## config.mk

```make
export PLATFORM = sky130hd
export DESIGN_NAME = csc_core
export DESIGN_NICKNAME = d
export VERILOG_FILES = /design/src/include/csc_pkg.sv /design/src/core/csc_agu.sv /design/src/core/csc_core.sv /design/src/core/csc_sticky.sv
export SDC_FILE = /design/constraint.sdc
export NUM_CORES = 2
export LEC_CHECK = 0
export BUFFER_PORTS_ARGS = -buffer_cell sky130_fd_sc_hd__buf_2
export CAP_MARGIN = 25
export CELL_PAD_IN_SITES_DETAIL_PLACEMENT = 1
export CELL_PAD_IN_SITES_GLOBAL_PLACEMENT = 1
export CORE_ASPECT_RATIO = 1.25
export CORE_MARGIN = 2
export CORE_UTILIZATION = 45
export CTS_BUF_LIST = sky130_fd_sc_hd__clkbuf_2 sky130_fd_sc_hd__clkbuf_4 sky130_fd_sc_hd__clkbuf_8
export CTS_CLUSTER_DIAMETER = 120
export DETAILED_ROUTE_END_ITERATION = 8
export PLACE_DENSITY = 0.72
export SYNTH_ARGS = -nofsm -noshare
export SYNTH_HDL_FRONTEND = slang
export SYNTH_SLANG_ARGS = --single-unit
```

## constraint.sdc

```tcl
create_clock -name ref_clk -period 4.3 [get_ports ref_clk]
set_clock_uncertainty 0.05 [all_clocks]
set_input_delay 0 -clock ref_clk [delete_from_list [all_inputs] [get_ports ref_clk]]
set_output_delay 0 -clock ref_clk [all_outputs]
set_load 0.05 [all_outputs]
```

## src/include/csc_pkg.sv

```systemverilog
/*
  Constants, field positions and types for the CPU status and core
  control block. Assumes a 16-bit data space, byte addressed.
*/
`default_nettype none
package csc_pkg;
  // ---------------------------------------------------------------
  // data space layout
  // ---------------------------------------------------------------
  localparam logic [15:0] CSC_DS_BYTES = 16'h0800;
  localparam logic [15:0] CSC_XY_SPLIT_RST = 16'h0400;
  localparam logic [15:0] CSC_W_END = 16'h0020;
  localparam logic [15:0] CSC_LSTART_LO_OFF = 16'h0036;
  localparam logic [15:0] CSC_LSTART_HI_OFF = 16'h0038;
  localparam logic [15:0] CSC_SR_OFF = 16'h0042;
  localparam logic [15:0] CSC_CC_OFF = 16'h0044;
  localparam int CSC_NCTX = 3;
  localparam int CSC_NW = 15;
  localparam logic [3:0] CSC_W15_IDX = 4'hF;
  localparam logic [3:0] CSC_IPL_MAX_LOW = 4'h7;
  localparam logic [2:0] CSC_IPL_ALL = 3'h7;
  // ---------------------------------------------------------------
  // status word fields
  // ---------------------------------------------------------------
  localparam int SR_OA = 15;
  localparam int SR_OB = 14;
  localparam int SR_SA = 13;
  localparam int SR_SB = 12;
  localparam int SR_OAB = 11;
  localparam int SR_SAB = 10;
  localparam int SR_DA = 9;
  localparam int SR_DC = 8;
  localparam int SR_IPL = 5;
  localparam int SR_RA = 4;
  localparam int SR_N = 3;
  localparam int SR_OV = 2;
  localparam int SR_Z = 1;
  localparam int SR_C = 0;
  // ---------------------------------------------------------------
  // core control word fields
  // ---------------------------------------------------------------
  localparam int CC_EDT = 11;
  localparam int CC_DL = 8;
  localparam int CC_PRIORITY_LEVEL_TOP_BIT = 3;
  localparam int CC_SFA = 2;
  localparam logic [15:0] CC_RW_MASK = 16'hB0F3;
  localparam logic [15:0] CC_RST = 16'h0020;
  localparam logic [15:0] SR_RST = 16'h0000;
  // ---------------------------------------------------------------
  // flag update enables and addressing modes
  // ---------------------------------------------------------------
  localparam int FE_C = 0;
  localparam int FE_Z = 1;
  localparam int FE_OV = 2;
  localparam int FE_N = 3;
  localparam int FE_DC = 4;
  typedef enum logic [2:0] {
    AM_INHERENT, AM_RELATIVE, AM_LITERAL,
    AM_MEM_DIRECT, AM_REG_DIRECT, AM_REG_INDIRECT
  } csc_amode_type;
endpackage : csc_pkg
`default_nettype wire

```

## src/core/csc_agu.sv

```systemverilog
/*
  Address generator: linear, circular and optional bit-reversed pointer
  update. Assumes base and step come from the instruction decoder.
*/
`timescale 1ns/100ps
`default_nettype none
module csc_agu #(
  parameter bit BREV_OK = 1'b1
) (
  input wire logic ref_clk,
  input wire logic rst_n,
  input wire logic go,
  input wire logic [15:0] base,
  input wire logic [15:0] step,
  input wire logic mod_en,
  input wire logic [15:0] mod_start,
  input wire logic [15:0] mod_end,
  input wire logic brev_en,
  input wire logic [15:0] brev_mod,
  output logic [15:0] ptr
);
  logic [15:0] ptr_q;
  logic [15:0] ptr_d;
  logic [15:0] lin;
  logic [15:0] rev_sum;
  logic fwd;

  function automatic logic [15:0] rev16(input logic [15:0] v);
    logic [15:0] r;
    r = 16'h0000;
    for (int i = 0; i < 16; i++) begin
      r[i] = v[15 - i];
    end
    return r;
  endfunction : rev16

  assign fwd = ~step[15];
  assign lin = base + step;
  assign rev_sum = rev16(rev16(base) + rev16(brev_mod));
  // circular wrap at either end of the buffer
  assign ptr_d = (BREV_OK && brev_en) ? rev_sum :
    (mod_en && fwd && base == mod_end) ? mod_start :
    (mod_en && !fwd && base == mod_start) ? mod_end : lin;
  assign ptr = ptr_q;

  always_ff @(posedge ref_clk or negedge rst_n) begin
    if (!rst_n) begin
      ptr_q <= 16'h0000;
    end else if (go) begin
      ptr_q <= ptr_d;
    end
  end
endmodule : csc_agu
`default_nettype wire

```

## src/core/csc_core.sv

```systemverilog
/*
  CPU status word, core control word, memory-mapped working registers,
  loop start address and the two data-space address generators with the
  program-space window. Assumes every input comes from CPU logic on
  ref_clk; data-space accesses are single-cycle word strobes.
*/
`timescale 1ns/100ps
`default_nettype none
module csc_core
  import csc_pkg::*;
#(
  parameter logic [15:0] XY_SPLIT = CSC_XY_SPLIT_RST
) (
  input wire logic ref_clk,
  input wire logic rst_n,
  input wire logic [15:0] ds_addr,
  input wire logic ds_rd,
  input wire logic ds_wr,
  input wire logic [15:0] ds_wdata,
  output logic [15:0] ds_rdata,
  input wire logic [1:0] ctx_sel,
  input wire logic [4:0] alu_flag_we,
  input wire logic alu_byte,
  input wire logic [15:0] alu_result,
  input wire logic [15:0] alu_carry,
  input wire logic acc_ovf_we,
  input wire logic acc_ovf_a,
  input wire logic acc_ovf_b,
  input wire logic acc_sat_a,
  input wire logic acc_sat_b,
  input wire logic do_active,
  input wire logic rep_active,
  input wire logic [2:0] do_level,
  input wire logic stack_frame_act,
  input wire logic nesting_disable,
  input wire logic ipl_we,
  input wire logic [3:0] ipl_new,
  input wire logic lstart_we,
  input wire logic [22:0] lstart_addr,
  input wire csc_amode_type am_mode,
  input wire logic [5:0] am_group,
  output logic am_legal,
  input wire logic agu_go,
  input wire logic dual_fetch,
  input wire logic [15:0] x_base,
  input wire logic [15:0] x_step,
  input wire logic x_mod_en,
  input wire logic [15:0] x_mod_start,
  input wire logic [15:0] x_mod_end,
  input wire logic x_brev_en,
  input wire logic [15:0] brev_mod,
  input wire logic [15:0] y_base,
  input wire logic [15:0] y_step,
  input wire logic y_mod_en,
  input wire logic [15:0] y_mod_start,
  input wire logic [15:0] y_mod_end,
  output logic [15:0] x_ptr,
  output logic [15:0] y_ptr,
  output logic x_in_ds,
  output logic y_in_yblk,
  input wire logic psv_en,
  input wire logic [7:0] psv_page,
  output logic psv_hit,
  output logic [21:0] prog_word_addr,
  output logic [15:0] sr_out,
  output logic [15:0] cc_out,
  output logic user_irq_off,
  output logic edt_pulse
);
  // ---------------------------------------------------------------
  // access decode
  // ---------------------------------------------------------------
  wire w_hit = ds_addr < CSC_W_END;
  wire [3:0] w_idx = ds_addr[4:1];
  wire sr_wr = ds_wr && ds_addr == CSC_SR_OFF;
  wire cc_wr = ds_wr && ds_addr == CSC_CC_OFF;

  logic [15:0] wf_q [CSC_NCTX][CSC_NW];
  logic [15:0] w15_q;
  logic [15:0] rdata_q;
  logic [15:0] rd_mux;
  logic [22:0] lstart_q;
  logic [15:0] cc_q;
  logic [3:0] ipl_q;
  logic [4:0] flg_q;
  logic oa_q;
  logic ob_q;
  logic edt_q;
  logic sa;
  logic sb;
  logic [1:0] ctx;

  // ---------------------------------------------------------------
  // working registers per context, W15 shared by all contexts
  // ---------------------------------------------------------------
  // a reserved context code falls back to the default set
  assign ctx = (ctx_sel < 2'(CSC_NCTX)) ? ctx_sel : 2'h0;
  wire [15:0] w_rd = (w_idx == CSC_W15_IDX) ? w15_q : wf_q[ctx][w_idx];

  always_ff @(posedge ref_clk or negedge rst_n) begin
    if (!rst_n) begin
      for (int c = 0; c < CSC_NCTX; c++) begin
        for (int i = 0; i < CSC_NW; i++) begin
          wf_q[c][i] <= 16'h0000;
        end
      end
      w15_q <= 16'h0000;
    end else if (ds_wr && w_hit) begin
      if (w_idx == CSC_W15_IDX) begin
        w15_q <= ds_wdata;
      end else begin
        wf_q[ctx][w_idx] <= ds_wdata;
      end
    end
  end

  // ---------------------------------------------------------------
  // loop start address, loaded by the loop hardware only
  // ---------------------------------------------------------------
  always_ff @(posedge ref_clk or negedge rst_n) begin
    if (!rst_n) begin
      lstart_q <= 23'h000000;
    end else if (lstart_we) begin
      lstart_q <= lstart_addr;
    end
  end

  // ---------------------------------------------------------------
  // ALU flags
  // ---------------------------------------------------------------
  wire [3:0] msb = alu_byte ? 4'h7 : 4'hF;
  wire dc_v = alu_byte ? alu_carry[3] : alu_carry[7];
  wire c_v = alu_carry[msb];
  wire n_v = alu_result[msb];
  wire ov_v = alu_carry[msb] ^ alu_carry[msb - 4'h1];
  wire z_v = alu_byte ? alu_result[7:0] == 8'h00
                      : alu_result == 16'h0000;
  wire [4:0] flg_v = {dc_v, n_v, ov_v, z_v, c_v};
  wire [4:0] flg_w = {ds_wdata[SR_DC], ds_wdata[SR_N], ds_wdata[SR_OV],
                      ds_wdata[SR_Z], ds_wdata[SR_C]};

  // the executing instruction's result beats a same-cycle store
  always_ff @(posedge ref_clk or negedge rst_n) begin
    if (!rst_n) begin
      flg_q <= SR_RST[4:0];
    end else begin
      for (int k = 0; k < 5; k++) begin
        if (alu_flag_we[k]) begin
          flg_q[k] <= flg_v[k];
        end else if (sr_wr) begin
          flg_q[k] <= flg_w[k];
        end
      end
    end
  end

  // ---------------------------------------------------------------
  // accumulator overflow and clip
  // ---------------------------------------------------------------
  always_ff @(posedge ref_clk or negedge rst_n) begin
    if (!rst_n) begin
      oa_q <= 1'b0;
      ob_q <= 1'b0;
    end else if (acc_ovf_we) begin
      oa_q <= acc_ovf_a;
      ob_q <= acc_ovf_b;
    end else if (sr_wr) begin
      oa_q <= ds_wdata[SR_OA];
      ob_q <= ds_wdata[SR_OB];
    end
  end

  // clearing the combined bit clears both; whole-word writes are the
  // only safe way to touch these, bit operations race the hardware
  wire sab_clr = sr_wr && !ds_wdata[SR_SAB];

  csc_sticky u_clip_a (
    .ref_clk (ref_clk),
    .rst_n (rst_n),
    .set (acc_sat_a),
    .wr_en (sr_wr),
    .wr_val (ds_wdata[SR_SA]),
    .clr (sab_clr),
    .q (sa)
  );

  csc_sticky u_clip_b (
    .ref_clk (ref_clk),
    .rst_n (rst_n),
    .set (acc_sat_b),
    .wr_en (sr_wr),
    .wr_val (ds_wdata[SR_SB]),
    .clr (sab_clr),
    .q (sb)
  );

  // ---------------------------------------------------------------
  // priority level and core control
  // ---------------------------------------------------------------
  always_ff @(posedge ref_clk or negedge rst_n) begin
    if (!rst_n) begin
      ipl_q <= 4'h0;
    end else if (ipl_we) begin
      ipl_q <= ipl_new;
    end else begin
      if (sr_wr && !nesting_disable) begin
        ipl_q[2:0] <= ds_wdata[SR_IPL +: 3];
      end
      if (cc_wr && !ds_wdata[CC_PRIORITY_LEVEL_TOP_BIT]) begin
        ipl_q[3] <= 1'b0;
      end
    end
  end

  always_ff @(posedge ref_clk or negedge rst_n) begin
    if (!rst_n) begin
      cc_q <= CC_RST;
      edt_q <= 1'b0;
    end else begin
      edt_q <= cc_wr && ds_wdata[CC_EDT];
      if (cc_wr) begin
        cc_q <= ds_wdata & CC_RW_MASK;
      end
    end
  end

  assign user_irq_off = ipl_q[3] || ipl_q[2:0] == CSC_IPL_ALL;
  assign edt_pulse = edt_q;

  // ---------------------------------------------------------------
  // register read view
  // ---------------------------------------------------------------
  assign sr_out = {oa_q, ob_q, sa, sb,
                   oa_q | ob_q,
                   sa | sb,
                   do_active,
                   flg_q[FE_DC], ipl_q[2:0],
                   rep_active,
                   flg_q[FE_N], flg_q[FE_OV], flg_q[FE_Z], flg_q[FE_C]};
  // early termination always reads back as zero
  assign cc_out = cc_q | {5'h00, do_level, 4'h0,
                          ipl_q > CSC_IPL_MAX_LOW,
                          stack_frame_act, 2'h0};

  assign rd_mux = w_hit ? w_rd :
    (ds_addr == CSC_SR_OFF) ? sr_out :
    (ds_addr == CSC_CC_OFF) ? cc_out :
    (ds_addr == CSC_LSTART_LO_OFF) ? lstart_q[15:0] :
    (ds_addr == CSC_LSTART_HI_OFF) ? {9'h000, lstart_q[22:16]} :
    16'h0000;

  always_ff @(posedge ref_clk or negedge rst_n) begin
    if (!rst_n) begin
      rdata_q <= 16'h0000;
    end else if (ds_rd) begin
      rdata_q <= rd_mux;
    end
  end
  assign ds_rdata = rdata_q;

  // ---------------------------------------------------------------
  // addressing: mode group, X and Y generators, program window
  // ---------------------------------------------------------------
  assign am_legal = am_group[am_mode];

  csc_agu #(.BREV_OK(1'b1)) u_x_agu (
    .ref_clk (ref_clk),
    .rst_n (rst_n),
    .go (agu_go),
    .base (x_base),
    .step (x_step),
    .mod_en (x_mod_en),
    .mod_start (x_mod_start),
    .mod_end (x_mod_end),
    .brev_en (x_brev_en),
    .brev_mod (brev_mod),
    .ptr (x_ptr)
  );

  // Y has no bit-reverse and only moves for dual-operand fetches
  csc_agu #(.BREV_OK(1'b0)) u_y_agu (
    .ref_clk (ref_clk),
    .rst_n (rst_n),
    .go (agu_go && dual_fetch),
    .base (y_base),
    .step (y_step),
    .mod_en (y_mod_en),
    .mod_start (y_mod_start),
    .mod_end (y_mod_end),
    .brev_en (1'b0),
    .brev_mod (brev_mod),
    .ptr (y_ptr)
  );

  assign x_in_ds = x_ptr < CSC_DS_BYTES;
  assign y_in_yblk = y_ptr >= XY_SPLIT && y_ptr < CSC_DS_BYTES;
  assign psv_hit = psv_en && x_ptr[15];
  assign prog_word_addr = {psv_page, x_ptr[14:1]};
endmodule : csc_core
`default_nettype wire

```

## src/core/csc_sticky.sv

```systemverilog
/*
  One sticky status flag: set by hardware, written or cleared by
  software. Assumes set, write and clear come from the CPU clock domain.
*/
`timescale 1ns/100ps
`default_nettype none
module csc_sticky (
  input wire logic ref_clk,
  input wire logic rst_n,
  input wire logic set,
  input wire logic wr_en,
  input wire logic wr_val,
  input wire logic clr,
  output logic q
);
  logic q_q;
  logic q_d;
  // a saturation in the clearing cycle still lands
  assign q_d = set | (~clr & (wr_en ? wr_val : q_q));
  assign q = q_q;

  always_ff @(posedge ref_clk or negedge rst_n) begin
    if (!rst_n) begin
      q_q <= 1'b0;
    end else begin
      q_q <= q_d;
    end
  end
endmodule : csc_sticky
`default_nettype wire

```

# Word level (Yosys, flattened, before mapping)
# Cells that the tools add are included.
# word_totals
register_bits	830
output_inout_bits	108
input_bits	284
word_cells	193
# op_classes
n_mux	53
add_sub_neg	4
n_bitwise	14
eq_ne	10
order_cmp	13
reduce_logical	36
# ops
operator	count
720-bit bitwise mux	1
240-bit 2-to-1 mux	3
240-bit binary-select mux with 2-bit select	1
240-bit demux with 2-bit select	1
16-bit 2-to-1 mux	13
16-bit binary-select mux with 4-bit select	1
16-bit demux with 4-bit select	1
16-bit equality test	4
16-bit adder	3
16-bit by 6-bit equality test with 1-bit output (second input constant)	2
16-bit by 7-bit equality test with 1-bit output (second input constant)	2
16-bit by 12-bit less-than comparator with 1-bit output (second input constant)	2
1-bit 2-to-1 mux	23
1-bit logical AND	20
16-bit by 11-bit greater-or-equal comparator with 1-bit output (second input constant)	1
16-bit zero test	1
16-bit by 6-bit less-than comparator with 1-bit output (second input constant)	1
16-bit by 11-bit OR with 16-bit output	1
2-bit nonzero test	8
1-bit binary-select mux with 4-bit select	3
4-bit by 5-bit less-than comparator with 1-bit output (second input constant)	2
8-bit zero test	1
4-bit 2-to-1 mux	2
7-bit 2-to-1 mux	1
other kinds (22)	32

# Depth between registers and ports, before layout
# depth
depth_word	11
ltp_mapped	14
depth_no_buf	9

# By module
# A second synthesis with hierarchy kept.
# hier_totals
cells_unflattened	3275
area_unflattened_um2	42896.1
# by_module_without_submodules
module	cells_per_inst	area_per_inst_um2	seq_area_each_um2	n_inst
csc_core	2644	37757.5	19920.4	1
csc_agu (u_x_agu)	361	2901.5	400.4	1
csc_agu (u_y_agu)	264	2152.1	400.4	1
csc_sticky	3	42.5	25.0	2

# Worst setup path after synthesis
# OpenSTA, ideal clock, no wires.
# synth_timing
kind	reg2out
startpoint	register u_y_agu.ptr_q[12], in the netlist u_y_agu.ptr[12]
endpoint	output port y_in_yblk
stages_incl_launch_ff	3
t_required_ns	4.250
arrival_ns	2.328
setup_slack_ns	1.922
path_cell_list	dfrtp_1 or4b_2 nor3_1
# synth_between
elab_chain_len	2
elab_cells_between_ends	3
cone_classes	order compare: 2; reduce/logical: 1
# synth_lines
element	line_no	rtl
start, declared	csc_agu.sv:22	logic [15:0] ptr_q;
start signal, assigned	csc_agu.sv:50	ptr_q <= ptr_d;
16-bit by 11-bit greater-or-equal comparator with 1-bit output or 16-bit by 12-bit less-than comparator with 1-bit output (tied branches)	csc_core.sv:296	assign y_in_yblk = y_ptr >= XY_SPLIT && y_ptr < CSC_DS_BYTES;
1-bit logical AND *	csc_core.sv:296	
end, declared	csc_core.sv:60	output logic y_in_yblk,
# Mark *: on every way between the ends. The rest lies on a longest branch, timed or not.

# Worst setup path after layout
# layout_timing
startpoint	input port ds_addr[2]
endpoint	register rdata_q[2], in the netlist ds_rdata[2]
# layout_between
elab_chain_len	6
elab_cells_between_ends	16
cone_classes	order compare: 1; eq/ne: 5; mux: 9; bitwise: 1
# layout_lines
element	line_no	rtl
start, declared	csc_core.sv:16	input wire logic [15:0] ds_addr,
4-bit NOT with 5-bit output (implied by the code) or 16-bit by 6-bit equality test with 1-bit output (tied branches)	csc_core.sv:98, csc_core.sv:249	
16-bit binary-select mux with 4-bit select or 7-bit 2-to-1 mux (tied branches)	csc_core.sv:98, csc_core.sv:249	
16-bit 2-to-1 mux, on equally long branches	csc_core.sv:98, csc_core.sv:248	
16-bit 2-to-1 mux, on equally long branches	csc_core.sv:98, csc_core.sv:247	
16-bit 2-to-1 mux, on equally long branches	csc_core.sv:98, csc_core.sv:246	
16-bit 2-to-1 mux *	csc_core.sv:245	assign rd_mux = w_hit ? w_rd :
end signal, assigned	csc_core.sv:256	rdata_q <= rd_mux;
end, declared	csc_core.sv:80	logic [15:0] rdata_q;
# Mark *: on every way between the ends. The rest lies on a longest branch, timed or not. The select of a mux whose other input is x is not followed.
# A chain may end at the register's enable or synchronous reset.

==> results.ini <==
[run_status]
status = finished, final reports clean

[floorplan]
die_area_mm2 = 0.0962
start_util = 0.454
die_w_um = 278
num_rows = 125
die_h_um = 346
core_area_mm2 = 0.0929
pin_count = 392

[yosys]
synth_seq_cells = 830
yosysWarnings = 0
netlist_area_mm2 = 0.0422
synth_top_cell_area_share = 0.492
netlist_instances = 3084
synth.area.top_cells = dfrtp_1 (49%), mux2_2 (21%), mux4_2 (8.9%), mux2i_1 (2.3%), ha_1 (1.4%)
ys.flop_type = dfrtp_1
synth.avg_cell_area_um2 = 13.7
async_reset_ff_frac = 1.00
synth_edf_count = 0
synth_top_area_cell = dfrtp_1
yosysSeqAreaShare = 0.493
synthDistinctLibCells = 76

[detailed_routing]
drt_pass1_iterations = 7
routed_wl_um = 140000
ant_nets = 0
vias_per_cell = 5.97
drc = 0
routedWlPerCell_um = 28.4
vias = 29500
drtIter0Drc = 1935

[placed_design]
port_buffers = 362
place_congestion = 0.919
placed_area_mm2 = 0.0445
hpwl_um = 91700

[timing]
clock.fmax_ghz = 0.256
hold_slack_ns = 0.0756
relSlewSlack = 0.278
slew_viol_final = 0
rsz0062_at_grt = no
fin_crit_sh = 0.909
hold_violations = 0
tns_ns = 0
period_minus_slack_ns = 3.91
worst_pin_slew_ns = 1.08
setup_viol = 0

[worst_setup_path]
start_kind = input port
cp.required_ns = 4.99
cp.arrival_ns = 4.60
reg2reg_setup_slack_ns = 1.26
r2r_start = wf_q[678]
critPathMaxFanout = 39
timing.rr.end = ds_rdata[6]
crit_type = in -> reg
endpoint_kind = flip-flop
ff2ff_path_depth = 8

[layout]
final_common_cell = dfrtp_1
final-seq-area_mm2 = 0.0208
multi_input_area_mm2 = 0.0199
design_area_mm2 = 0.0503
fin_nets = 3975
syn2layout_area_growth_pct = 19.2
fillers = 9170
final_core_util = 0.541
final_cell_mix = dfrtp_1 (829), mux2_2 (782), buf_2 (360), dlygate4sd3_1 (263), clkbuf_8 (170)
layout-drive-gt1-share = 0.449

[clocking]
clk_latency_ns = 0.82
post_cts.resized_instances = 0
h-tree-depth = 4
cts_hold_buf = 255
clk_path_buf_depth = 3
cts_tree = built
clock_sinks = 830
root_buffer = clkbuf_8
cts_made_buffers = 138
cts_setup_buffers = 0
cts.reportedPaths.clkPinSlew_ns = 0.06

[min_path]
hold_path_class = in -> reg
hp-start = ds_addr[15]
whs_path_depth = 6
worstHoldEndpoint = ds_rdata[7]

[global_routing]
track_usage = 0.292
grt_pass1_vias = 33000
grt_antenna_before_repair = 9
grt_first_pass_wirelength_um = 211000
grt_util_met2 = 0.493
top_usage_layer = met2
grtUsageMet3 = 0.0497
grt_max_degree = 143
grt_overflow_total = 0
grtUsageMet1 = 0.368

[power]
power.density_mw_per_mm2 = 352
leakage_nw = 24.4
irDropWorstVdd_mv = 0.194
power_mw = 17.7

[run]
maxCapViolations = 0

## worst max path at each step
stage / depth (start not counted) / slack [ns] / end / start
floorplan: 2 / 1.92 / y_in_yblk / u_y_agu.ptr[12]
global placement: 11 / 0.99 / ds_rdata[6] / ctx_sel[0]
detailed placement: 11 / 0.98 / ds_rdata[6] / ctx_sel[0]
CTS: 11 / 0.58 / ds_rdata[2] / ds_addr[2]
global route: 11 / 0.28 / ds_rdata[4] / ds_addr[2]
finish: 11 / 0.39 / ds_rdata[2] / ds_addr[2]
## cells in the mapped netlist (16+ instances only)
master      n
buf_4      60
nor2_1    108
nand2_2    25
inv_1      18
xor2_1     43
nand4_1    16
mux2_1     17
o21ai_0    72
nand3_1    24
buf_2      63
mux2i_1    97
a21oi_1   104
o221ai_1   19
dfrtp_1   829
mux4_2    166
mux2_2    782
a21o_1     16
a221oi_1   20
xnor2_1    58
buf_6      20
nand2b_1   18
clkbuf_1  112
nor3_1     25
o22ai_1    30
ha_1       48
nand2_1    79
## where the power goes
| group | internal, mW | total, mW | switching, mW |
|---|---|---|---|
| logic | 0.866 | 2.42 | 1.55 |
| clock network | 3.98 | 7.26 | 3.28 |
| registers | 7.91 | 8.03 | 0.114 |
| total | 12.8 | 17.7 | 4.95 |
## per-layer routing
layer,share of wire,vias up
met1,0.41,15700
met5,0.00020,-
met3,0.052,296
li1,-,12500
met2,0.50,1070
met4,0.046,6
## registers in the layout, indices dropped and copies added (netlist names), 4 cells and up
name / flops
cc_q: 9
ds_rdata: 16
flg_q: 5
ipl_q: 4
lstart_q: 23
u_x_agu.ptr: 16
u_y_agu.ptr: 16
w15_q: 16
wf_q: 720
## per-stage QoR
stage | std cells | worst slack, ns
floorplan | 3085 | 1.92
CTS | 4924 | 0.577
global route | 4947 | 0.279
global placement | 4431 | 0.987
finish | 4948 | 0.391
detailed placement | 4431 | 0.985
## final cells by class
cell class	instances	share of cell area
diodes	4	0.000199
clock buffers	218	0.0536
clock inverters	20	0.00311
inverters	19	0.00142
multi-input cells	1969	0.396
flip-flops and latches	830	0.413
well taps	1206	0.0300
repair buffers	682	0.103
## cell families after synthesis
group,synth area share
muxes,0.325
DFF,0.493
and+or+nand+nor,0.0536
AOI/OAI and AO/OA,0.0558
buffers and inverters,0.0362
xor gates and xnor gates,0.0210
adders and majority gates,0.0157
other,0.0000889
## worst max-delay path, stage by stage
cell and delay (ns):
dlygate4sd3_1 0.61, buf_6 0.26, nor2_2 0.71, nand3_1 0.67
nor2_1 0.70, a222oi_1 0.17, nand3_1 0.14, dlygate4sd3_1 0.56
o21ai_0 0.08, dlygate4sd3_1 0.60, nand2_1 0.07
Power figures use the tool's default switching activity.
